**src/shared/sss_pkg.sv**
```systemverilog
// constants for the status summary and service request block
// assumes one instrument clock; shared by design and bench
package sss_pkg;
  // command codes on the in-order command port
  typedef enum logic [3:0] {
    SSS_OP_RD_COND = 4'h0,
    SSS_OP_RD_EVT  = 4'h1,
    SSS_OP_RD_EN   = 4'h2,
    SSS_OP_WR_EN   = 4'h3,
    SSS_OP_CLS     = 4'h4,
    SSS_OP_PRESET  = 4'h5,
    SSS_OP_RD_STB  = 4'h6,
    SSS_OP_WR_SRE  = 4'h7,
    SSS_OP_RD_SRE  = 4'h8
  } sss_op_e;
  // group indices
  localparam logic [1:0] GRP_ALARM = 2'h0;
  localparam logic [1:0] GRP_QUES  = 2'h1;
  localparam logic [1:0] GRP_STD   = 2'h2;
  localparam logic [1:0] GRP_OPER  = 2'h3;
  localparam int         NUM_GRP   = 4;
  // summary byte bit positions
  localparam int BIT_ALARM = 1;
  localparam int BIT_QUES  = 3;
  localparam int BIT_MAV   = 4;
  localparam int BIT_STD   = 5;
  localparam int BIT_RQS   = 6;
  localparam int BIT_OPER  = 7;
  // bits of the summary byte that may feed the master summary
  localparam logic [7:0] SRE_MASK  = 8'hbf;
  // reset values
  localparam logic [7:0] STB_RST   = 8'h00;
  localparam logic [7:0] SRE_RST   = 8'h00;
endpackage : sss_pkg

```
**src/rtl/sss_status_summary.sv**
```systemverilog
// status summary and service request logic: four event/enable groups,
// summary byte, its enable mask, message-available flag and SRQ.
// assumes condition inputs and commands come from logic on the same clock.
`timescale 1ns/1ps
`default_nettype none
module sss_status_summary #(
  parameter int W = 16
) (
  // clock, reset, enable
  input  wire  logic                  clock,
  input  wire  logic                  rst_b,
  input  wire  logic                  clk_en,
  // instrument conditions
  input  wire  logic [W-1:0]          alarm_cond,
  input  wire  logic [W-1:0]          ques_cond,
  input  wire  logic [W-1:0]          std_cond,
  input  wire  logic [W-1:0]          oper_cond,
  input  wire  logic                  buf_nonempty,
  input  wire  logic                  psc_clear,
  // in-order command port
  input  wire  logic                  cmd_valid,
  input  wire  sss_pkg::sss_op_e      cmd_op,
  input  wire  logic [1:0]            cmd_group,
  input  wire  logic [W-1:0]          cmd_wdata,
  output logic                        rsp_valid_ff,
  output logic [W-1:0]                rsp_data_ff,
  // serial poll and service request
  input  wire  logic                  spoll_req,
  output logic                        spoll_valid_ff,
  output logic [7:0]                  spoll_data_ff,
  output logic                        srq_ff,
  output logic [7:0]                  stb_ff
);

  if (W < 8 || W > 16) begin : g_chk
    $error("sss_status_summary: W must be 8..16");
  end

  logic [W-1:0] cond_ff [sss_pkg::NUM_GRP];
  logic [W-1:0] evt_ff  [sss_pkg::NUM_GRP];
  logic [W-1:0] en_ff   [sss_pkg::NUM_GRP];
  logic [7:0]   sre_ff;
  logic         mss_ff;
  logic         rqs_ff;
  logic [W-1:0] nxt_cond [sss_pkg::NUM_GRP];
  logic [W-1:0] nxt_evt  [sss_pkg::NUM_GRP];
  logic [W-1:0] nxt_en   [sss_pkg::NUM_GRP];
  logic [7:0]   nxt_sre;
  logic [7:0]   rst_sre;
  logic         nxt_rqs;
  logic         nxt_rsp_valid;
  logic [W-1:0] nxt_rsp_data;
  logic [7:0]   stb_rep;
  logic         mss;
  logic         rqs_rise;
  logic [W-1:0] cond_sel;

  function automatic logic [7:0] build_stb(input logic [3:0] sum, input logic mav, input logic rqs);
    logic [7:0] b;
    b = sss_pkg::STB_RST;
    b[sss_pkg::BIT_ALARM] = sum[sss_pkg::GRP_ALARM];
    b[sss_pkg::BIT_QUES]  = sum[sss_pkg::GRP_QUES];
    b[sss_pkg::BIT_MAV]   = mav;
    b[sss_pkg::BIT_STD]   = sum[sss_pkg::GRP_STD];
    b[sss_pkg::BIT_OPER]  = sum[sss_pkg::GRP_OPER];
    b[sss_pkg::BIT_RQS]   = rqs;
    return b;
  endfunction : build_stb

  wire cmd_go = cmd_valid;

  always_comb begin
    logic [3:0] sum;
    sum = 4'h0;
    nxt_cond[sss_pkg::GRP_ALARM] = alarm_cond;
    nxt_cond[sss_pkg::GRP_QUES]  = ques_cond;
    nxt_cond[sss_pkg::GRP_STD]   = std_cond;
    nxt_cond[sss_pkg::GRP_OPER]  = oper_cond;
    cond_sel = nxt_cond[cmd_group];
    for (int g = 0; g < sss_pkg::NUM_GRP; g++) begin
      sum[g] = |(evt_ff[g] & en_ff[g]);
      nxt_evt[g] = evt_ff[g];
      nxt_en[g]  = en_ff[g];
      if (cmd_go && cmd_op == sss_pkg::SSS_OP_CLS) begin
        nxt_evt[g] = '0;
      end
      if (cmd_go && cmd_op == sss_pkg::SSS_OP_RD_EVT && cmd_group == 2'(g)) begin
        nxt_evt[g] = '0;
      end
      nxt_evt[g] = nxt_evt[g] | nxt_cond[g];
      if (cmd_go && cmd_op == sss_pkg::SSS_OP_PRESET) begin
        nxt_en[g] = '0;
      end
      if (cmd_go && cmd_op == sss_pkg::SSS_OP_WR_EN && cmd_group == 2'(g)) begin
        nxt_en[g] = cmd_wdata;
      end
    end
    // message-available follows the buffer directly, so it drops only once the last byte leaves
    stb_rep = build_stb(sum, buf_nonempty, rqs_ff);
    mss = |(stb_rep & sre_ff & sss_pkg::SRE_MASK);
    rqs_rise = mss && !mss_ff;
    // a fresh rise beats a poll in the same cycle so no request is lost
    if (rqs_rise) begin
      nxt_rqs = 1'b1;
    end else if (spoll_req || !mss) begin
      nxt_rqs = 1'b0;
    end else begin
      nxt_rqs = rqs_ff;
    end
    // the mask survives power-up unless the power-on-clear setting asks otherwise
    rst_sre = psc_clear ? sss_pkg::SRE_RST : sre_ff;
    nxt_sre = sre_ff;
    if (cmd_go && cmd_op == sss_pkg::SSS_OP_WR_SRE) begin
      nxt_sre = cmd_wdata[7:0] & sss_pkg::SRE_MASK;
    end
    nxt_rsp_valid = 1'b0;
    nxt_rsp_data  = '0;
    if (cmd_go) begin
      case (cmd_op)
        sss_pkg::SSS_OP_RD_COND: begin
          nxt_rsp_valid = 1'b1;
          nxt_rsp_data  = cond_ff[cmd_group];
        end
        sss_pkg::SSS_OP_RD_EVT: begin
          nxt_rsp_valid = 1'b1;
          nxt_rsp_data  = evt_ff[cmd_group];
        end
        sss_pkg::SSS_OP_RD_EN: begin
          nxt_rsp_valid = 1'b1;
          nxt_rsp_data  = en_ff[cmd_group];
        end
        sss_pkg::SSS_OP_RD_STB: begin
          nxt_rsp_valid = 1'b1;
          nxt_rsp_data  = W'(stb_rep);
        end
        sss_pkg::SSS_OP_RD_SRE: begin
          nxt_rsp_valid = 1'b1;
          nxt_rsp_data  = W'(sre_ff);
        end
        default: begin
          nxt_rsp_valid = 1'b0;
        end
      endcase
    end
  end

  always_ff @(posedge clock) begin
    if (!rst_b) begin
      for (int g = 0; g < sss_pkg::NUM_GRP; g++) begin
        cond_ff[g] <= '0;
        evt_ff[g]  <= '0;
        en_ff[g]   <= '0;
      end
      sre_ff         <= rst_sre;
      mss_ff         <= 1'b0;
      rqs_ff         <= 1'b0;
      srq_ff         <= 1'b0;
      stb_ff         <= sss_pkg::STB_RST;
      rsp_valid_ff   <= 1'b0;
      rsp_data_ff    <= '0;
      spoll_valid_ff <= 1'b0;
      spoll_data_ff  <= sss_pkg::STB_RST;
    end else if (clk_en) begin
      for (int g = 0; g < sss_pkg::NUM_GRP; g++) begin
        cond_ff[g] <= nxt_cond[g];
        evt_ff[g]  <= nxt_evt[g];
        en_ff[g]   <= nxt_en[g];
      end
      sre_ff         <= nxt_sre;
      mss_ff         <= mss;
      rqs_ff         <= nxt_rqs;
      srq_ff         <= nxt_rqs;
      stb_ff         <= stb_rep;
      rsp_valid_ff   <= nxt_rsp_valid;
      rsp_data_ff    <= nxt_rsp_data;
      // poll is served from its own port, never waits behind commands
      spoll_valid_ff <= spoll_req;
      spoll_data_ff  <= stb_rep;
    end
  end
endmodule : sss_status_summary
`default_nettype wire

```
**config.mk**
```make
export PLATFORM = sky130hd
export DESIGN_NAME = sss_status_summary
export DESIGN_NICKNAME = d
export VERILOG_FILES = /design/src/shared/sss_pkg.sv /design/src/rtl/sss_status_summary.sv
export SDC_FILE = /design/constraint.sdc
export NUM_CORES = 1
export LEC_CHECK = 0
export BUFFER_PORTS_ARGS = -buffer_cell sky130_fd_sc_hd__clkbuf_2
export CORE_ASPECT_RATIO = 2
export CORE_UTILIZATION = 40
export DETAILED_ROUTE_END_ITERATION = 16
export SLEW_MARGIN = 20
export SYNTH_ARGS = -nofsm -noshare
export SYNTH_HDL_FRONTEND = slang
export SYNTH_SLANG_ARGS = --single-unit
export TNS_END_PERCENT = 100
```
**constraint.sdc**
```tcl
create_clock -name clock -period 6.4 [get_ports clock]
set_input_delay 1.28 -clock clock [delete_from_list [all_inputs] [get_ports clock]]
set_output_delay 1.28 -clock clock [all_outputs]
set_load 0.02 [all_outputs]
```
==> results.yml, run 1 <==
logic_synthesis:
  yosysSeqAreaShare: 0.610
  synth.distinct_cells: 55
  syn_area_per_cell_um2: 14.7
  synth_edf_count: 199
  ys_ff_latch: 225
  ys.flop_type: "edfxtp_1"
  synth_cells: 722
  yosys_warnings: 0
  async_flop_share: 0
  syn_area_mm2: 0.0106
finish:
  n_antenna_cell: 0
  nets: 914
  final_cells: 1177
  layout_commonest_cell: "edfxtp_1"
  layout-drive-gt1-share: 0.287
  num-fill-cells: 2353
  syn2layout_area_growth_pct: 13.6
  most-common-layout-cells: "edfxtp_1 (199), clkbuf_2 (122), and3_1 (80)"
global_routing:
  grt_pass1_vias: 6710
  met2_usage: 0.442
  antenna_found_initial: 0
  use_met3: 0.0265
  grt_start_max_net_pins: 99
  globalRoute.totalOverflow: 0
  grt_usage: 0.238
  use_met1: 0.260
  grt_first_pass_wirelength_um: 46400
  gr-max-usage-layer: "met2"
clocking:
  clkLatencyLatePin_ns: 0.52
  clockRootBuffer: "clkbuf_16"
  hold_buffers: 0
  clk_pin_slew_ns: 0.06
  h-tree-depth: 1
  cts_buffers: 21
  clkSinkCount: 225
  post_cts_resized: 0
  cts_setup_buffers: 0
  cts_buffer_depth: 3
  cts_tree: "done"
worst_setup_path:
  path_max_fanout: 17
  regToRegStartpoint: "evt_ff[2][14]"
  cp.depth: 6
  cp-start-kind: "input pin"
  worst-path-buf-inv: 1
  worst_path_max_delay_cell: "nand2b_1"
  startpoint: "rst_b"
  critPathCaptureType: "register"
  worstRegToRegCells: 5
  r2r_end: "mss_ff"
  path_class: "in -> reg"
  r2r_slack_ns: 3.77
  cp_top_family: "simple AND/OR/NAND/NOR gates"
  crit_required_ns: 6.54
  path_cells: "clkbuf_2 -> and2_1 -> nand3_1 -> or2_4 -> nor3_4 -> nand2b_1"
  crit_path_max_incr_delay_ns: 0.66
  crit_end: "en_ff[2][6]"
  arrival_ns: 3.45
sta:
  rsz0062_at_grt: "no"
  slew_headroom: 0.204
  finClkSkew_ns: 0.00747
  worst_pin_slew_ns: 1.19
  clock.fmax_mhz: 303
  finalMaxSlewViolations: 0
  fin_crit_ns: 3.31
  hold_viol: 0
  finalSetupTns_ns: 0
  finalSetupViolCount: 0
  finalCritPeriodShare: 0.516
run_status:
  outcome: "complete, no violations"
route:
  drt_iter0_drc: 676
  routed_via_density: 5.84
  vias: 6872
  final_antenna_net_count: 0
  drc: 0
  drt_pre_antenna_iters: 6
  wl_um: 32300
  wl_per_cell_um: 27.4
placement:
  gp_congestion: 0.890
  placed_cells: 1142
  port_buffers: 123
  dp_hpwl_um: 23900
die:
  start_util: 0.407
  io_pins: 128
  die_area_mm2: 0.0273
  fp.coreArea_mm2: 0.0262
  row_count: 84
  die_w_um: 117
  die_h_um: 233
power_and_ir_drop:
  power_density_mw_per_mm2: 279
  ir_drop_v: 0.000162
  leakagePower_nw: 5.20
  total_power_mw: 3.38
min_path:
  min_path_type: "reg -> reg"
flow_run:
  maxCapViolations: 0
-- worst reg2reg max path, delay by kind of cell (launching register included) --
family / cells / cell delay (ns)
AOI/OAI and AO/OA: 4 / 1.49
DFF: 1 / 0.52
and+or+nand+nor: 1 / 0.50
-- per-layer routing --
layer / vias to the layer above / wire [um]
li1: 3037 / -
met2: 268 / 17600
met1: 3495 / 11100
met5: - / 0
met3: 72 / 1720
met4: 0 / 1800
-- worst min-delay path by stage --
stage,from,endpoint,cells past startpoint,slack (ns)
after floorplan,mss_ff,mss_ff,2,0.49
after global routing,rsp_data_ff[2],rsp_data_ff[2],2,0.47
after global placement,rsp_valid_ff,rsp_valid_ff,2,0.44
after CTS,rsp_valid_ff,rsp_valid_ff,2,0.45
final,rsp_valid_ff,rsp_valid_ff,2,0.45
after detailed placement,rsp_valid_ff,rsp_valid_ff,2,0.44
-- where the power goes --
group / switching [mW] / total, mW / internal [mW]
Combinational: 0.198 / 0.352 / 0.154
Sequential: 0.0930 / 1.81 / 1.71
Clock: 0.545 / 1.22 / 0.676
Total: 0.836 / 3.38 / 2.54
-- synth_stat cells (7+ instances only) --
master / number / area (um2)
edfxtp_1: 199 / 5980
and3_1: 80 / 500
a21o_1: 64 / 480
and2_1: 57 / 357
mux4_2: 48 / 1080
a22o_1: 27 / 236
dfxtp_1: 26 / 521
clkbuf_1: 23 / 86.3
buf_4: 18 / 135
nand2_1: 18 / 67.6
a221oi_1: 16 / 140
mux2i_1: 16 / 160
buf_2: 13 / 65.1
a21oi_1: 9 / 45.0
inv_2: 9 / 33.8
o22ai_1: 8 / 50.1
nor2_1: 7 / 26.3
nor2b_1: 7 / 43.8
-- logic make-up (layout without fill, tap and decap cells) --
| kind of cell | count (synthesis) | in the layout | synth area share |
|---|---|---|---|
| other cells | 1 | 4 | 0.000352 |
| flops | 225 | 225 | 0.610 |
| simple gates | 198 | 198 | 0.116 |
| compound gates | 159 | 159 | 0.119 |
| buf+inv | 73 | 181 | 0.0357 |
| mux | 66 | 66 | 0.119 |
-- stage by stage --
stage | setup WS [ns] | utilization | area, um2 | hold WS [ns]
2_1_floorplan | 1.66 | - | 10700 | 0.490
3_3_place_gp | 2.67 | 0.438 | 11500 | 0.439
3_5_place_dp | 2.57 | 0.438 | 11500 | 0.441
4_1_cts | 3.10 | 0.462 | 12100 | 0.450
5_1_grt | 2.89 | 0.462 | 12100 | 0.471
6_report | 3.09 | 0.462 | 12100 | 0.447
-- state kept, by name, indices dropped and copies added (netlist names) --
register        cells
cond_ff            64
en_ff              64
evt_ff             64
mss_ff              1
rqs_ff              1
rsp_data_ff        16
rsp_valid_ff        1
spoll_data_ff       6
spoll_valid_ff      1
sre_ff              7
-- cell type report --
| type | instances | area [um2] | share of cell area |
|---|---|---|---|
| sequential | 225 | 6500 | 0.537 |
| multi-input combinational | 427 | 3790 | 0.313 |
| timing repair buffer | 132 | 686 | 0.0567 |
| clock buffer | 22 | 529 | 0.0437 |
| tap | 344 | 430 | 0.0356 |
| clock inverter | 13 | 108 | 0.00889 |
| inverter | 14 | 57.6 | 0.00476 |
(Power assumes the default switching activity.)
==> run 2: changes to the inputs <==
==> constraint.sdc (replaced) <==
create_clock -name clock -period 3.3 [get_ports clock]
set_input_delay 0.66 -clock clock [delete_from_list [all_inputs] [get_ports clock]]
set_output_delay 0.66 -clock clock [all_outputs]
set_load 0.02 [all_outputs]
==> run 2 against run 1 <==
Compared with the run above: cell area up 2.2%; clock power up 100%; flip-flop and latch count unchanged; total power up 98%; sequential share of layout area down 1.2 points.
==> results.yml, run 2 (synthesized netlist as in run 1, its figures left out) <==
finish:
  fin_util: 0.473
  syn2layout_area_growth_pct: 16.1
  most-common-layout-cells: "edfxtp_1 (199), clkbuf_2 (122), and3_1 (80)"
  num-fill-cells: 2293
  n_antenna_cell: 0
  layout-drive-gt1-share: 0.307
  stdcell_area_mm2: 0.0124
  layout_commonest_cell: "edfxtp_1"
  nets: 934
  top_regs: "cond_ff: 64 flops, en_ff: 64 flops, evt_ff: 64 flops"
  final_cells: 1200
route:
  routed_via_density: 5.80
  drt_pre_antenna_iters: 5
  wl_per_cell_um: 26.4
  wl_um: 31700
  drt_iter0_drc: 581
  final_antenna_net_count: 0
  vias: 6958
  drc: 0
die:
  io_pins: 128
  start_util: 0.407
  die_w_um: 117
  fp.coreArea_mm2: 0.0262
  die_area_mm2: 0.0273
  die_h_um: 233
  row_count: 84
power_and_ir_drop:
  pwr-share-comb: 0.106
  swShare: 0.246
  leakagePower_nw: 5.35
  total_power_mw: 6.70
  clkPwrFrac: 0.373
  ir_drop_v: 0.000337
  p_seq_frac: 0.522
  intPower_mw: 5.05
  power_density_mw_per_mm2: 542
  power_switching_mw: 1.65
worst_setup_path:
  path_max_fanout: 3
  path_cells: "a22o_1 -> a221oi_1 -> nand4_1 -> a222oi_1 -> a21oi_1"
  crit_required_ns: 3.69
  r2r_slack_ns: 0.89
  crit_end: "rqs_ff"
  worst_path_max_delay_cell: "a222oi_1"
  worstRegToRegCells: 5
  arrival_ns: 2.80
  r2r_end: "rqs_ff"
  regToRegStartpoint: "evt_ff[0][1]"
  startpoint: "evt_ff[0][1]"
  critPathCaptureType: "register"
  crit_path_max_incr_delay_ns: 0.51
  path_class: "reg -> reg"
  cp-start-kind: "register"
global_routing:
  grt_first_pass_wirelength_um: 46100
  grt_usage: 0.235
  gr-max-usage-layer: "met2"
  antenna_found_initial: 0
  met2_usage: 0.448
  globalRoute.totalOverflow: 0
  grt_pass1_vias: 6987
  use_met1: 0.246
  grt_start_max_net_pins: 66
  use_met3: 0.0221
sta:
  slew_headroom: 0.292
  worst_pin_slew_ns: 1.06
  finClkSkew_ns: 0.0115
  hold_viol: 0
  fin_crit_ns: 2.41
  finalSetupTns_ns: 0
  finalWorstSetupSlack_ns: 0.892
  rsz0062_at_grt: "no"
  finalMaxSlewViolations: 0
  holdWs_ns: 0.446
  finalSetupViolCount: 0
  finalCritPeriodShare: 0.730
  clock.fmax_mhz: 415
clocking:
  post_cts_resized: 0
  clk_pin_slew_ns: 0.06
  h-tree-depth: 1
  cts_buffers: 21
  cts_setup_buffers: 0
  cts_buffer_depth: 3
  cts_tree: "done"
  clkLatencyLatePin_ns: 0.52
  clockRootBuffer: "clkbuf_16"
  hold_buffers: 0
  clkSinkCount: 225
placement:
  dp_hpwl_um: 24300
  port_buffers: 123
  pre_cts_ws_ns: 0.543
  placed_cells: 1162
  dpl_cell_area_mm2: 0.0117
  gp_congestion: 0.893
min_path:
  min_path_type: "reg -> reg"
flow_run:
  maxCapViolations: 0
run_status:
  outcome: "complete, no violations"
-- run 2: layout make-up --
cell class,instances,area (um2),area share
Multi-Input combinational cell,427,3800,0.307
Sequential cell,225,6500,0.525
Inverter,14,56.3,0.00455
Clock buffer,24,537,0.0434
Tap cell,344,430,0.0348
Clock inverter,14,151,0.0122
Timing Repair Buffer,152,898,0.0727
-- run 2: routing by layer --
metal	part of all wire	vias to the layer above
met1	0.34	3514
met5	0	-
met2	0.56	267
met4	0.061	0
met3	0.045	89
li1	-	3088
-- run 2: critical path: cells and delay by family, from the launching register on --
family	cells	cell delay (ns)
flip-flops	1	0.45
AO/OA/AOI/OAI	4	1.34
AND/OR/NAND/NOR	1	0.50
-- run 2: worst min path at each step --
stage                 startpoint           end  slack (ns)  cells after the start
finish              rsp_valid_ff  rsp_valid_ff        0.45                      2
global route        cmd_wdata[8]   en_ff[3][8]        0.47                      2
CTS                 rsp_valid_ff  rsp_valid_ff        0.45                      2
detailed placement  rsp_valid_ff  rsp_valid_ff        0.44                      2
global placement    rsp_valid_ff  rsp_valid_ff        0.44                      2
floorplan                 mss_ff        mss_ff        0.49                      2
-- run 2: power groups by stage --
stage | Clock (mW) | Combinational [mW] | Sequential (mW)
after floorplan | 0 | 0.463 | 3.46
after global placement | 0 | 0.702 | 3.55
after detailed placement | 0 | 0.710 | 3.55
after CTS | 2.52 | 0.712 | 3.49
after global routing | 2.62 | 0.755 | 3.51
final | 2.50 | 0.708 | 3.49
==> run 3: changes to the inputs <==
==> constraint.sdc (replaced) <==
create_clock -name clock -period 2.3 [get_ports clock]
set_input_delay 0.46 -clock clock [delete_from_list [all_inputs] [get_ports clock]]
set_output_delay 0.46 -clock clock [all_outputs]
set_load 0.02 [all_outputs]
==> run 3 against run 2 <==
Compared with the run above: count of clock-buffer cells in the layout is 1 lower; clock power increased by 37%; die area is the same; worst setup slack lost 0.76 ns; wire length is 0.76% higher; critical path type unchanged; largest cell class unchanged; register-to-register slack got worse by 0.76 ns; worst hold slack lost 0.21 ns.
==> results.yml, run 3 (synthesized netlist as in run 1, its figures left out) <==
route:
  drt_pre_antenna_iters: 5
  drt_iter0_drc: 556
  wl_per_cell_um: 26.1
  routed_via_density: 5.76
  wl_um: 31900
  drc: 0
  final_antenna_net_count: 0
  vias: 7031
worst_setup_path:
  r2r_slack_ns: 0.13
  arrival_ns: 2.56
  critPathCaptureType: "register"
  path_max_fanout: 3
  crit_required_ns: 2.69
  path_class: "reg -> reg"
  cp-start-kind: "register"
die:
  row_count: 84
  io_pins: 128
  die_h_um: 233
  start_util: 0.407
  die_area_mm2: 0.0273
  die_w_um: 117
  fp.coreArea_mm2: 0.0262
sta:
  rsz0062_at_grt: "no"
  holdWs_ns: 0.233
  hold_viol: 0
  clock.fmax_mhz: 461
  finalSetupViolCount: 0
  finalCritPeriodShare: 0.943
  worst_pin_slew_ns: 0.993
  finalMaxSlewViolations: 0
  finClkSkew_ns: 0.00833
  fin_crit_ns: 2.17
  slew_headroom: 0.338
global_routing:
  antenna_found_initial: 0
  grt_start_max_net_pins: 65
  grt_first_pass_wirelength_um: 46500
  globalRoute.totalOverflow: 0
  grt_usage: 0.236
  grt_pass1_vias: 7169
clocking:
  cts_buffer_depth: 3
  clkSinkCount: 225
  cts_setup_buffers: 0
  clockRootBuffer: "clkbuf_16"
  cts_buffers: 20
  clkLatencyLatePin_ns: 0.51
  cts_tree: "done"
  hold_buffers: 0
  post_cts_resized: 0
  h-tree-depth: 1
  clk_pin_slew_ns: 0.07
power_and_ir_drop:
  power_density_mw_per_mm2: 756
  ir_drop_v: 0.000395
  pwr-share-comb: 0.112
  p_seq_frac: 0.527
  clkPwrFrac: 0.360
  leakagePower_nw: 5.47
  total_power_mw: 9.52
  swShare: 0.247
  power_switching_mw: 2.35
  intPower_mw: 7.17
finish:
  layout_commonest_cell: "edfxtp_1"
  stdcell_area_mm2: 0.0126
  num-fill-cells: 2302
  layout-drive-gt1-share: 0.324
  n_antenna_cell: 0
  nets: 956
  top_regs: "cond_ff: 64 flops, en_ff: 64 flops, evt_ff: 64 flops"
  final_cells: 1221
  syn2layout_area_growth_pct: 18.2
  most-common-layout-cells: "edfxtp_1 (199), clkbuf_2 (122), and3_1 (80)"
placement:
  dpl_cell_area_mm2: 0.0119
  placed_cells: 1185
  port_buffers: 123
  dp_hpwl_um: 24500
  gp_congestion: 0.891
run_status:
  outcome: "complete, no violations"
flow_run:
  maxCapViolations: 0
min_path:
  min_path_type: "in -> reg"
run 3: changes by cell type in the layout (fill, tap and decap cells not counted):
cell / previous run / this run
buf_12: 5 / 11
clkinv_1: 3 / 4
o31ai_2: 1 / 0
o31ai_4: 1 / 2
bufinv_16: 3 / 2
buf_4: 25 / 42
clkbuf_1: 3 / 2
inv_8: 0 / 1
inv_6: 2 / 0
run 3: path summary, 6_finish.rpt:
| kind | depth (start not counted) | from | endpoint |
|---|---|---|---|
| setup / recovery | 7 | evt_ff[0][1] | mss_ff |
| hold / removal | 3 | spoll_req | spoll_valid_ff |
| setup reg to reg | 7 | evt_ff[0][1] | mss_ff |
| hold reg to reg | 2 | rsp_valid_ff | rsp_valid_ff |
run 3: worst max-delay path: stages, from the launching register on:
cell      delay (ns)
edfxtp_1        0.44
a22o_1          0.25
a221oi_1        0.42
buf_4           0.19
nand4_1         0.08
buf_4           0.19
a222oi_1        0.34
a21oi_1         0.12
run 3: final cells by class:
| type | count | area, um2 | share of cell area |
|---|---|---|---|
| sequential | 225 | 6500 | 0.516 |
| multi-input combinational | 427 | 3800 | 0.302 |
| timing repair buffer | 175 | 1150 | 0.0911 |
| clock buffer | 23 | 533 | 0.0424 |
| tap | 344 | 430 | 0.0342 |
| clock inverter | 13 | 119 | 0.00944 |
| inverter | 14 | 56.3 | 0.00447 |
run 3: per-stage QoR:
step / util / TNS (ns) / setup slack (ns)
floorplan: - / -107.99 / -0.844
finish: 0.481 / 0 / 0.131
global placement: 0.456 / 0 / 0.00987
global route: 0.481 / 0 / 0.00596
detailed placement: 0.456 / -0.0187 / -0.0187
CTS: 0.481 / 0 / 0.155
run 3: metal layers:
layer | global-route usage | wire [um]
met3 | 0.0257 | 1530
met5 | 0 | 0
met1 | 0.252 | 11000
met2 | 0.447 | 17600
met4 | 0.136 | 1760
run 3: power groups by stage:
stage / Combinational, mW / Sequential [mW] / Clock (mW)
6_report: 1.07 / 5.02 / 3.43
5_1_grt: 1.14 / 5.03 / 3.62
3_5_place_dp: 1.07 / 5.10 / 0
2_1_floorplan: 0.667 / 4.97 / 0
4_1_cts: 1.08 / 5.02 / 3.48
3_3_place_gp: 1.06 / 5.10 / 0
